`config.mk`:
```
export PLATFORM = sky130hd
export DESIGN_NAME = pmrc_top
export DESIGN_NICKNAME = d
export VERILOG_FILES = /design/src/rtl/pmrc_top.v /design/src/rtl/pmrc_pin_cfg.v /design/src/rtl/pmrc_rail_sel.v
export VERILOG_INCLUDE_DIRS = /design/src /design/src/rtl
export SDC_FILE = /design/constraint.sdc
export NUM_CORES = 1
export LEC_CHECK = 0
export ABC_CLOCK_PERIOD_IN_PS = 1800
export BUFFER_PORTS_ARGS = -buffer_cell sky130_fd_sc_hd__buf_2
export CAP_MARGIN = 20
export CELL_PAD_IN_SITES_DETAIL_PLACEMENT = 1
export CELL_PAD_IN_SITES_GLOBAL_PLACEMENT = 1
export CORE_MARGIN = 2
export CORE_UTILIZATION = 32
export CTS_CLUSTER_SIZE = 12
export DETAILED_ROUTE_END_ITERATION = 10
export PLACE_DENSITY_LB_ADDON = 0.1
export SLEW_MARGIN = 5
export SYNTH_ARGS = -nofsm -noshare
export SYNTH_HDL_FRONTEND = slang
export SYNTH_SLANG_ARGS = --single-unit
export TNS_END_PERCENT = 10
```
`constraint.sdc`:
```
create_clock -name sys_clk_i -period 1.8 [get_ports sys_clk_i]
set_input_delay 0.27 -clock sys_clk_i [delete_from_list [all_inputs] [get_ports sys_clk_i]]
set_output_delay 0.27 -clock sys_clk_i [all_outputs]
set_load 0.02 [all_outputs]
```
`src/rtl/pmrc_consts.vh`:
```
// pmrc_consts.vh: offsets, field positions and reset values of the pad mode and rail bank
// assumes: included by bare name from the design files under rtl/
`ifndef PMRC_CONSTS_VH
`define PMRC_CONSTS_VH

// ==================================================================
// register offsets (halfword addresses)
`define PMRC_ADDR_W          32
`define PMRC_DATA_W          16
`define PMRC_PORT2_PIN6_CFG  32'h5000_3052
`define PMRC_PORT2_PIN7_CFG  32'h5000_3054
`define PMRC_PORT2_PIN8_CFG  32'h5000_3056
`define PMRC_PORT2_PIN9_CFG  32'h5000_3058
`define PMRC_P01_RAIL_SEL    32'h5000_3070
`define PMRC_P2_RAIL_SEL     32'h5000_3072

// ==================================================================
// pin mode fields
`define PMRC_DIRPULL_HI      9
`define PMRC_DIRPULL_LO      8
`define PMRC_FUNC_HI         4
`define PMRC_FUNC_LO         0
`define PMRC_DIRPULL_RST     2'h2
`define PMRC_FUNC_RST        5'h00
`define PMRC_DP_IN_NONE      2'h0
`define PMRC_DP_IN_UP        2'h1
`define PMRC_DP_IN_DOWN      2'h2
`define PMRC_DP_OUT          2'h3

// ==================================================================
// rail select fields
`define PMRC_P0_RAIL_HI      7
`define PMRC_P0_RAIL_LO      0
`define PMRC_P1_RAIL_HI      13
`define PMRC_P1_RAIL_LO      8
`define PMRC_P2_RAIL_HI      9
`define PMRC_P2_RAIL_LO      0
`define PMRC_P01_RAIL_RST    14'h0000
`define PMRC_P2_RAIL_RST     10'h000

`endif

```
`src/rtl/pmrc_top.v`:
```
// pmrc_top.v: pad mode and rail configuration bank, port 2 pins 6..9 plus rail selects
// assumes: plain register port, one-cycle strobes, read data valid the cycle after
// Overview of operation
// - bits 9:8 pick direction and pull
// - direction/pull resets to input pull-down
// - analog mode ignores direction/pull field
// - bits 4:0 function select, reset zero
// - rail bit one is 1 V, zero 3 V
// - bits 7:0 rail for port 0 pins
// - bits 13:8 port 1 pins, 15:14 reserved
// - bits 9:0 port 2 pins, rest reserved
`timescale 1ns/1ps
`include "pmrc_consts.vh"
`default_nettype none

module pmrc_top
(
  input  wire        sys_clk_i,
  input  wire        reset_n_i,
  input  wire [31:0] reg_addr_i,
  input  wire [15:0] reg_wdata_i,
  input  wire        reg_wr_i,
  input  wire        reg_rd_i,
  output wire [15:0] reg_rdata_o,
  input  wire [3:0]  analog_mode_i,
  output wire [7:0]  direction_pull_select_o,
  output wire [19:0] pin_function_select_o,
  output wire [3:0]  pad_out_en_o,
  output wire [3:0]  pad_pull_up_o,
  output wire [3:0]  pad_pull_down_o,
  output wire [7:0]  port_zero_rail_bits_o,
  output wire [5:0]  port_one_rail_bits_o,
  output wire [9:0]  port_two_rail_bits_o
);

  // ==================================================================
  // address decode
  function hit;
    input [31:0] addr;
    input [31:0] target;
    begin
      hit = (addr == target);
    end
  endfunction

  wire [3:0] pin_wr;
  wire       p01_wr;
  wire       p2_wr;
  wire [15:0] pin_rd0;
  wire [15:0] pin_rd1;
  wire [15:0] pin_rd2;
  wire [15:0] pin_rd3;
  wire [13:0] p01_bits;
  wire [9:0]  p2_bits;
  reg  [15:0] rdata_d;
  reg  [15:0] rdata_q;

  assign pin_wr[0] = reg_wr_i && hit(reg_addr_i, `PMRC_PORT2_PIN6_CFG);
  assign pin_wr[1] = reg_wr_i && hit(reg_addr_i, `PMRC_PORT2_PIN7_CFG);
  assign pin_wr[2] = reg_wr_i && hit(reg_addr_i, `PMRC_PORT2_PIN8_CFG);
  assign pin_wr[3] = reg_wr_i && hit(reg_addr_i, `PMRC_PORT2_PIN9_CFG);
  assign p01_wr    = reg_wr_i && hit(reg_addr_i, `PMRC_P01_RAIL_SEL);
  assign p2_wr     = reg_wr_i && hit(reg_addr_i, `PMRC_P2_RAIL_SEL);

  // ==================================================================
  // pin mode registers
  genvar g;
  generate
    for (g = 0; g < 4; g = g + 1)
    begin : g_pin
      wire [15:0] rd_v;
      pmrc_pin_cfg u_pin
      (
        .sys_clk_i               (sys_clk_i),
        .reset_n_i               (reset_n_i),
        .wr_en_i                 (pin_wr[g]),
        .wr_data_i               (reg_wdata_i),
        .analog_mode_i           (analog_mode_i[g]),
        .rd_value_o              (rd_v),
        .direction_pull_select_o (direction_pull_select_o[2*g+1:2*g]),
        .pin_function_select_o   (pin_function_select_o[5*g+4:5*g]),
        .pad_out_en_o            (pad_out_en_o[g]),
        .pad_pull_up_o           (pad_pull_up_o[g]),
        .pad_pull_down_o         (pad_pull_down_o[g])
      );
    end
  endgenerate

  assign pin_rd0 = g_pin[0].rd_v;
  assign pin_rd1 = g_pin[1].rd_v;
  assign pin_rd2 = g_pin[2].rd_v;
  assign pin_rd3 = g_pin[3].rd_v;

  // ==================================================================
  // rail select registers; reserved high bits never stored
  pmrc_rail_sel #(.WIDTH(14)) u_p01
  (
    .sys_clk_i   (sys_clk_i),
    .reset_n_i   (reset_n_i),
    .wr_en_i     (p01_wr),
    .wr_bits_i   (reg_wdata_i[`PMRC_P1_RAIL_HI:`PMRC_P0_RAIL_LO]),
    .rail_bits_o (p01_bits)
  );

  pmrc_rail_sel #(.WIDTH(10)) u_p2
  (
    .sys_clk_i   (sys_clk_i),
    .reset_n_i   (reset_n_i),
    .wr_en_i     (p2_wr),
    .wr_bits_i   (reg_wdata_i[`PMRC_P2_RAIL_HI:`PMRC_P2_RAIL_LO]),
    .rail_bits_o (p2_bits)
  );

  assign port_zero_rail_bits_o = p01_bits[`PMRC_P0_RAIL_HI:`PMRC_P0_RAIL_LO];
  assign port_one_rail_bits_o  = p01_bits[`PMRC_P1_RAIL_HI:`PMRC_P1_RAIL_LO];
  assign port_two_rail_bits_o  = p2_bits;

  // ==================================================================
  // read path; unmapped addresses read zero
  always @*
  begin
    rdata_d = 16'h0000;
    case (reg_addr_i)
      `PMRC_PORT2_PIN6_CFG: rdata_d = pin_rd0;
      `PMRC_PORT2_PIN7_CFG: rdata_d = pin_rd1;
      `PMRC_PORT2_PIN8_CFG: rdata_d = pin_rd2;
      `PMRC_PORT2_PIN9_CFG: rdata_d = pin_rd3;
      `PMRC_P01_RAIL_SEL:   rdata_d = {2'h0, p01_bits};
      `PMRC_P2_RAIL_SEL:    rdata_d = {6'h00, p2_bits};
      default:              rdata_d = 16'h0000;
    endcase
  end

  // held between reads; only the cycle after a read is meaningful
  always @(posedge sys_clk_i)
  begin
    if (!reset_n_i)
      rdata_q <= 16'h0000;
    else if (reg_rd_i)
      rdata_q <= rdata_d;
  end

  assign reg_rdata_o = rdata_q;

endmodule

`default_nettype wire

```
`src/rtl/pmrc_pin_cfg.v`:
```
// pmrc_pin_cfg.v: one pin mode register with pad decode
// assumes: write strobe already qualified by address decode
`timescale 1ns/1ps
`include "pmrc_consts.vh"
`default_nettype none

module pmrc_pin_cfg
(
  input  wire        sys_clk_i,
  input  wire        reset_n_i,
  input  wire        wr_en_i,
  input  wire [15:0] wr_data_i,
  input  wire        analog_mode_i,
  output wire [15:0] rd_value_o,
  output wire [1:0]  direction_pull_select_o,
  output wire [4:0]  pin_function_select_o,
  output wire        pad_out_en_o,
  output wire        pad_pull_up_o,
  output wire        pad_pull_down_o
);

  reg [1:0] dirpull_q;
  reg [4:0] func_q;

  // ==================================================================
  // storage
  always @(posedge sys_clk_i)
  begin
    if (!reset_n_i)
    begin
      dirpull_q <= `PMRC_DIRPULL_RST;
      func_q    <= `PMRC_FUNC_RST;
    end
    else if (wr_en_i)
    begin
      dirpull_q <= wr_data_i[`PMRC_DIRPULL_HI:`PMRC_DIRPULL_LO];
      func_q    <= wr_data_i[`PMRC_FUNC_HI:`PMRC_FUNC_LO];
    end
  end

  // reserved bits 15:10 and 7:5 read zero
  assign rd_value_o = {6'h00, dirpull_q, 3'h0, func_q};

  assign direction_pull_select_o = dirpull_q;
  assign pin_function_select_o   = func_q;

  // ==================================================================
  // pad decode; analog mode masks the field from all three pad outputs, direction_pull_select_o still shows it
  assign pad_out_en_o    = !analog_mode_i && (dirpull_q == `PMRC_DP_OUT);
  assign pad_pull_up_o   = !analog_mode_i && (dirpull_q == `PMRC_DP_IN_UP);
  assign pad_pull_down_o = !analog_mode_i && (dirpull_q == `PMRC_DP_IN_DOWN);

endmodule

`default_nettype wire

```
`src/rtl/pmrc_rail_sel.v`:
```
// pmrc_rail_sel.v: one rail select register, bit set picks the 1 V rail
// assumes: write strobe already qualified by address decode
`timescale 1ns/1ps
`include "pmrc_consts.vh"
`default_nettype none

module pmrc_rail_sel
#(
  parameter WIDTH = 10
)
(
  input  wire             sys_clk_i,
  input  wire             reset_n_i,
  input  wire             wr_en_i,
  input  wire [WIDTH-1:0] wr_bits_i,
  output wire [WIDTH-1:0] rail_bits_o
);

  reg [WIDTH-1:0] rail_q;

  // ==================================================================
  // storage; software must keep zeros in buck mode, not enforced here
  always @(posedge sys_clk_i)
  begin
    if (!reset_n_i)
      rail_q <= {WIDTH{1'b0}};
    else if (wr_en_i)
      rail_q <= wr_bits_i;
  end

  assign rail_bits_o = rail_q;

endmodule

`default_nettype wire

```
## After elaboration in Yosys (flattened, before gate mapping)

Cells that the tools add are included.

| cells by class | value |
|---|---|
| equality and inequality tests | 18 |
| reductions and logical operators | 22 |
| muxes and demuxes | 1 |

Operators with widths:

| operator | number |
|---|---|
| $eq A32 B31 Y1 const B | 6 |
| $pmux W14 S6 | 1 |
| $logic_and A1 B1 Y1 | 18 |
| $eq A2 B2 Y1 const B | 8 |
| $eq A2 B1 Y1 const B | 4 |
| $logic_not A1 Y1 | 4 |

| word-level totals | value |
|---|---|
| flip-flop bits (word level) | 68 |
| logic and storage cells | 52 |
| bits of input ports | 56 |
| output and inout bits | 80 |

## Longest topological paths before layout

| logic depth | value |
|---|---|
| depth in word-level cells | 2 |
| gate-level depth with buffers | 7 |
| mapped depth without buffers | 4 |

## Modules after synthesis

From an unflattened synthesis, not the netlist that was laid out.

| second synthesis, totals | value |
|---|---|
| cell total of the unflattened synthesis | 404 |
| area, all modules | 3942.5 sq um |

By module, submodules not included:

| module | area an instance (sq um) | cells an instance | sequential area each (sq um) | times used |
|---|---|---|---|---|
| pmrc_pin_cfg | 410.4 | 42 | 140.1 | 4 |
| pmrc_top | 1383.8 | 160 | 320.3 | 1 |
| pmrc_rail_sel (u_p01) | 543.0 | 45 | 280.3 | 1 |
| pmrc_rail_sel (u_p2) | 374.1 | 31 | 200.2 | 1 |

## Least setup slack after synthesis

Ideal clock, no wire load.

| path | value |
|---|---|
| kind | input -> register |
| from | in reg_addr_i[2] |
| to | reg rdata_q[10] (netlist: reg_rdata_o[10]) |
| library setup time | 70 ps |
| data required time | 1730 ps |
| path slack | -87 ps |
| arrival | 1816 ps |
| buffers on the path | 2 |
| stages on the path | 6 |
| path through | buf_6 or4b_4 buf_6 or2_1 or4_1 a21oi_1 |

| on the way | value |
|---|---|
| cells in the longest elaborated chain, start to end | 2 |
| elaborated cells on any way between the ends | 7 |
| classes of those cells | eq/ne: 6; mux: 1 |

RTL lines:

| item | line | text |
|---|---|---|
| start: declaration | pmrc_top.v:20 | `input wire [31:0] reg_addr_i,` |
| $eq A32 B31 Y1 | pmrc_top.v:123 | `case (reg_addr_i)` |
| $pmux W14 S6 * | pmrc_top.v:123 |  |
| end signal: assignment | pmrc_top.v:140 | `rdata_q <= rdata_d;` |
| end: declaration | pmrc_top.v:56 | `reg [15:0] rdata_q;` |

Mark *: on every way between the ends. The rest lies on a longest branch, timed or not.
A chain may end at the register's enable or synchronous reset.

## Worst setup path in the final report

| path | value |
|---|---|
| from | in reg_addr_i[0] |
| to | reg g_pin[0].u_pin.func_q[0] |

| on the way | value |
|---|---|
| cells in the longest elaborated chain, start to end | 2 |

RTL lines:

| item | line | text |
|---|---|---|
| $eq A32 B31 Y1 | pmrc_top.v:42 | `hit = (addr == target);` |
| $logic_and A1 B1 Y1 | pmrc_top.v:58 | `` assign pin_wr[0] = reg_wr_i && hit(reg_addr_i, `PMRC_PORT2_PIN6_CFG); `` |
| end signal: assignment | pmrc_pin_cfg.v:32 | `` func_q <= `PMRC_FUNC_RST; `` |
| end signal: assignment | pmrc_pin_cfg.v:37 | `` func_q <= wr_data_i[`PMRC_FUNC_HI:`PMRC_FUNC_LO]; `` |
| end: declaration | pmrc_pin_cfg.v:23 | `reg [4:0] func_q;` |

Every way passes these cells.

==> flow_summary_export.csv <==
group,metric,value,unit
clock_tree,post_cts_buffers,0,
logic_synthesis,ys_seq_area_share,37.2,%
worst_setup_path,cp.arrival,1.87,ns
clock_tree,clk_path_buf_depth,2,
global_routing,grt_antenna_before_repair,0,
floorplan,core,0.0108,sq mm
finish,layout_commonest_cell,"buf_2",
clock_tree,h-tree-depth,3,
sta,finalSetupTns,0,ns
drt,firstDrtPassIters,4,
sta,finalCritPeriodShare,92.5,%
global_routing,grt_pass1_vias,3872,
flow_run,max_cap_violations,0,
clock_tree,cts.sinks,66,
power_and_ir_drop,leakagePower,2.01,nW
floorplan,die_height,109,microns
finish,area_growth,31.4,%
global_routing,grt_max_degree,29,
sta,fin_crit,1.66,ns
finish,final_cell_mix,"buf_2 (131), dfxtp_1 (66), nand2_1 (44), nand4_1 (39), buf_4 (36)",
clock_tree,cts_buffers,9,
power_and_ir_drop,p_per_area,680,mW/mm^2
finish,layout.nets,603,
worst_setup_path,cp-end-kind,"flop",
placement,port_buffers,131,
finish,final_layout_size_suffix_gt1_share,35.1,%
drt,drc,0,
drt,routed_wirelength,12.8,mm
drt,viasPerCell,5.53,
logic_synthesis,synth_top_flop_cell,"dfxtp_1",
global_routing,grt.total_usage,22.2,%
sta,slew_headroom,59.1,%
drt,ant_nets,0,
clock_tree,cts_hold_repair.buffers,0,
clock_tree,cts.clk_slew.worst_paths,0.08,ns
floorplan,rows,38,
sta,worst_pin_slew,0.606,ns
clock_tree,cts-root-buf,"clkbuf_8",
floorplan,start_util,32.8,%
placement,place_ws,-0.296,ns
sta,fin_worst_skew,0.00766,ns
sta,setup_slack,0.135,ns
logic_synthesis,synth_area_per_cell,8.37,sq um
sta,hold_viol,0,
status,outcome,"completed",
global_routing,grt_overflow,0,
drt,drt_iter0_drc,173,
finish,diodes,0,
worst_setup_path,cp_max_fo,7,
logic_synthesis,ys_async_sr_fraction,0,%
floorplan,die_width,109,microns
finish,utilization,43.0,%
clock_tree,cts_tree,"yes",
min_path,hold_class,"input port to flop",
placement,gp_congestion,0.814,
sta,maxSlewViolCount,0,
worst_setup_path,critPathKind,"input port to flop",
logic_synthesis,synthCells,424,
placement,dp_hpwl,9.68,mm
floorplan,dieArea,0.0120,sq mm
logic_synthesis,synth_seq_cells,66,
power_and_ir_drop,peakVddDrop,0.407,mV
global_routing,grt_pass1_wl,20.2,mm
placement,dpl-instance-area,0.00443,sq mm
logic_synthesis,netlist_area,0.00355,sq mm
logic_synthesis,synth-edff-count,0,
logic_synthesis,synth_warnings,0,
worst_setup_path,crit_required,2.00,ns
worst_setup_path,r2r_cells,4,
floorplan,io_pins,136,
sta,setup_violations,0,
min_path,min_path_cells,3,
finish,fin_area,0.00466,sq mm
clock_tree,clock_insertion_delay_worst_skew,0.34,ns
sta,rsz0062_at_grt,"no",
logic_synthesis,ys_types,39,
sta,fmax,601,MHz
clock_tree,cts_resized,0,
worst_setup_path,start_kind,"input port",
worst_setup_path,timing.reg2reg.setup_slack,0.35,ns
drt,num_vias,3827,
drt,post_drt_wl_per_cell,18.5,microns
==> Yosys cell counts (2+ instances only) <==
master	n	share of area, %
o21ai_0	14	2.0
nor3_1	17	2.4
a31oi_1	14	2.5
a211oi_1	7	1.5
or3_1	3	0.53
and3b_1	4	0.99
mux2i_1	31	8.7
nor2_1	2	0.21
nor4_1	7	1.2
o311ai_0	7	1.7
clkbuf_1	36	3.8
nand4_1	39	6.9
nor4b_1	2	0.49
a21oi_1	28	3.9
buf_2	2	0.28
nand3b_1	16	3.4
buf_6	3	0.95
nand2b_1	4	0.70
or4bb_1	2	0.63
dfxtp_1	66	37
nand2_1	44	4.7
buf_4	14	3.0
inv_1	8	0.85
buf_1	5	0.53
nor3b_1	8	1.7
o31ai_1	24	5.1
or4_1	5	1.1
==> kinds of logic after synthesis <==
family	Yosys count	synth area share, %
AOI/OAI and AO/OA	94	16.7
buffers and inverters	69	9.48
DFF	66	37.2
muxes	31	8.74
other	1	0.106
and+or+nand+nor	163	27.8
==> worst paths after layout <==
kind	end	startpoint
worst min-delay path	u_p01.rail_bits_o[10]	reg_wdata_i[10]
worst max-delay path	g_pin[0].u_pin.pin_function_select_o[0]	reg_addr_i[0]
worst min register to register	reg_rdata_o[12]	reg_rdata_o[12]
worst max register to register	reg_rdata_o[4]	g_pin[2].u_pin.pin_function_select_o[4]
==> power by group <==
group	leakage [nW]	internal (mW)	switching [mW]
Combinational	1.36	0.103	0.159
Clock	0.112	0.820	0.616
Sequential	0.533	1.47	0.00465
==> stage by stage <==
| stage | hold slack, ns | std cells | total power, mW |
|---|---|---|---|
| floorplan | 0.409 | 425 | 1.65 |
| detailed placement | 0.469 | 676 | 1.77 |
| global placement | 0.463 | 676 | 1.77 |
| finish | 0.164 | 692 | 3.17 |
| global route | 0.154 | 692 | 3.32 |
| CTS | 0.144 | 692 | 3.22 |
==> cell type report <==
type                       count  area [sq um]
sequential                    66          1320
multi-input combinational    290          1900
clock buffer                  10           138
clock inverter                 6          90.1
tap                          140           175
fill                        1321          6180
timing repair buffer         171          1010
inverter                       9          33.8
==> per-layer routing <==
| metal | global-route usage (%) | part of all wire, % | up-vias | routed length, microns |
|---|---|---|---|---|
| met4 | 7.32 | 1.9 | 0 | 250 |
| met5 | 0 | 0 | - | 0 |
| met2 | 35.2 | 45 | 152 | 5810 |
| li1 | - | - | 1826 | - |
| met3 | 3.73 | 6.8 | 15 | 875 |
| met1 | 30.5 | 46 | 1834 | 5890 |
==> registers in the layout, summed over array words and instances (netlist names) <==
register / cells
u_p01.rail_bits_o: 14
g_pin.u_pin.pin_function_select_o: 20
reg_rdata_o: 14
g_pin.u_pin.direction_pull_select_o: 8
u_p2.rail_bits_o: 10
==> critical path, cell delays in order <==
cell and delay (ns):
buf_2 0.11, or3b_2 0.52, or4_1 0.59, o31ai_1 0.27
a21oi_1 0.10
(Power assumes the default switching activity.)
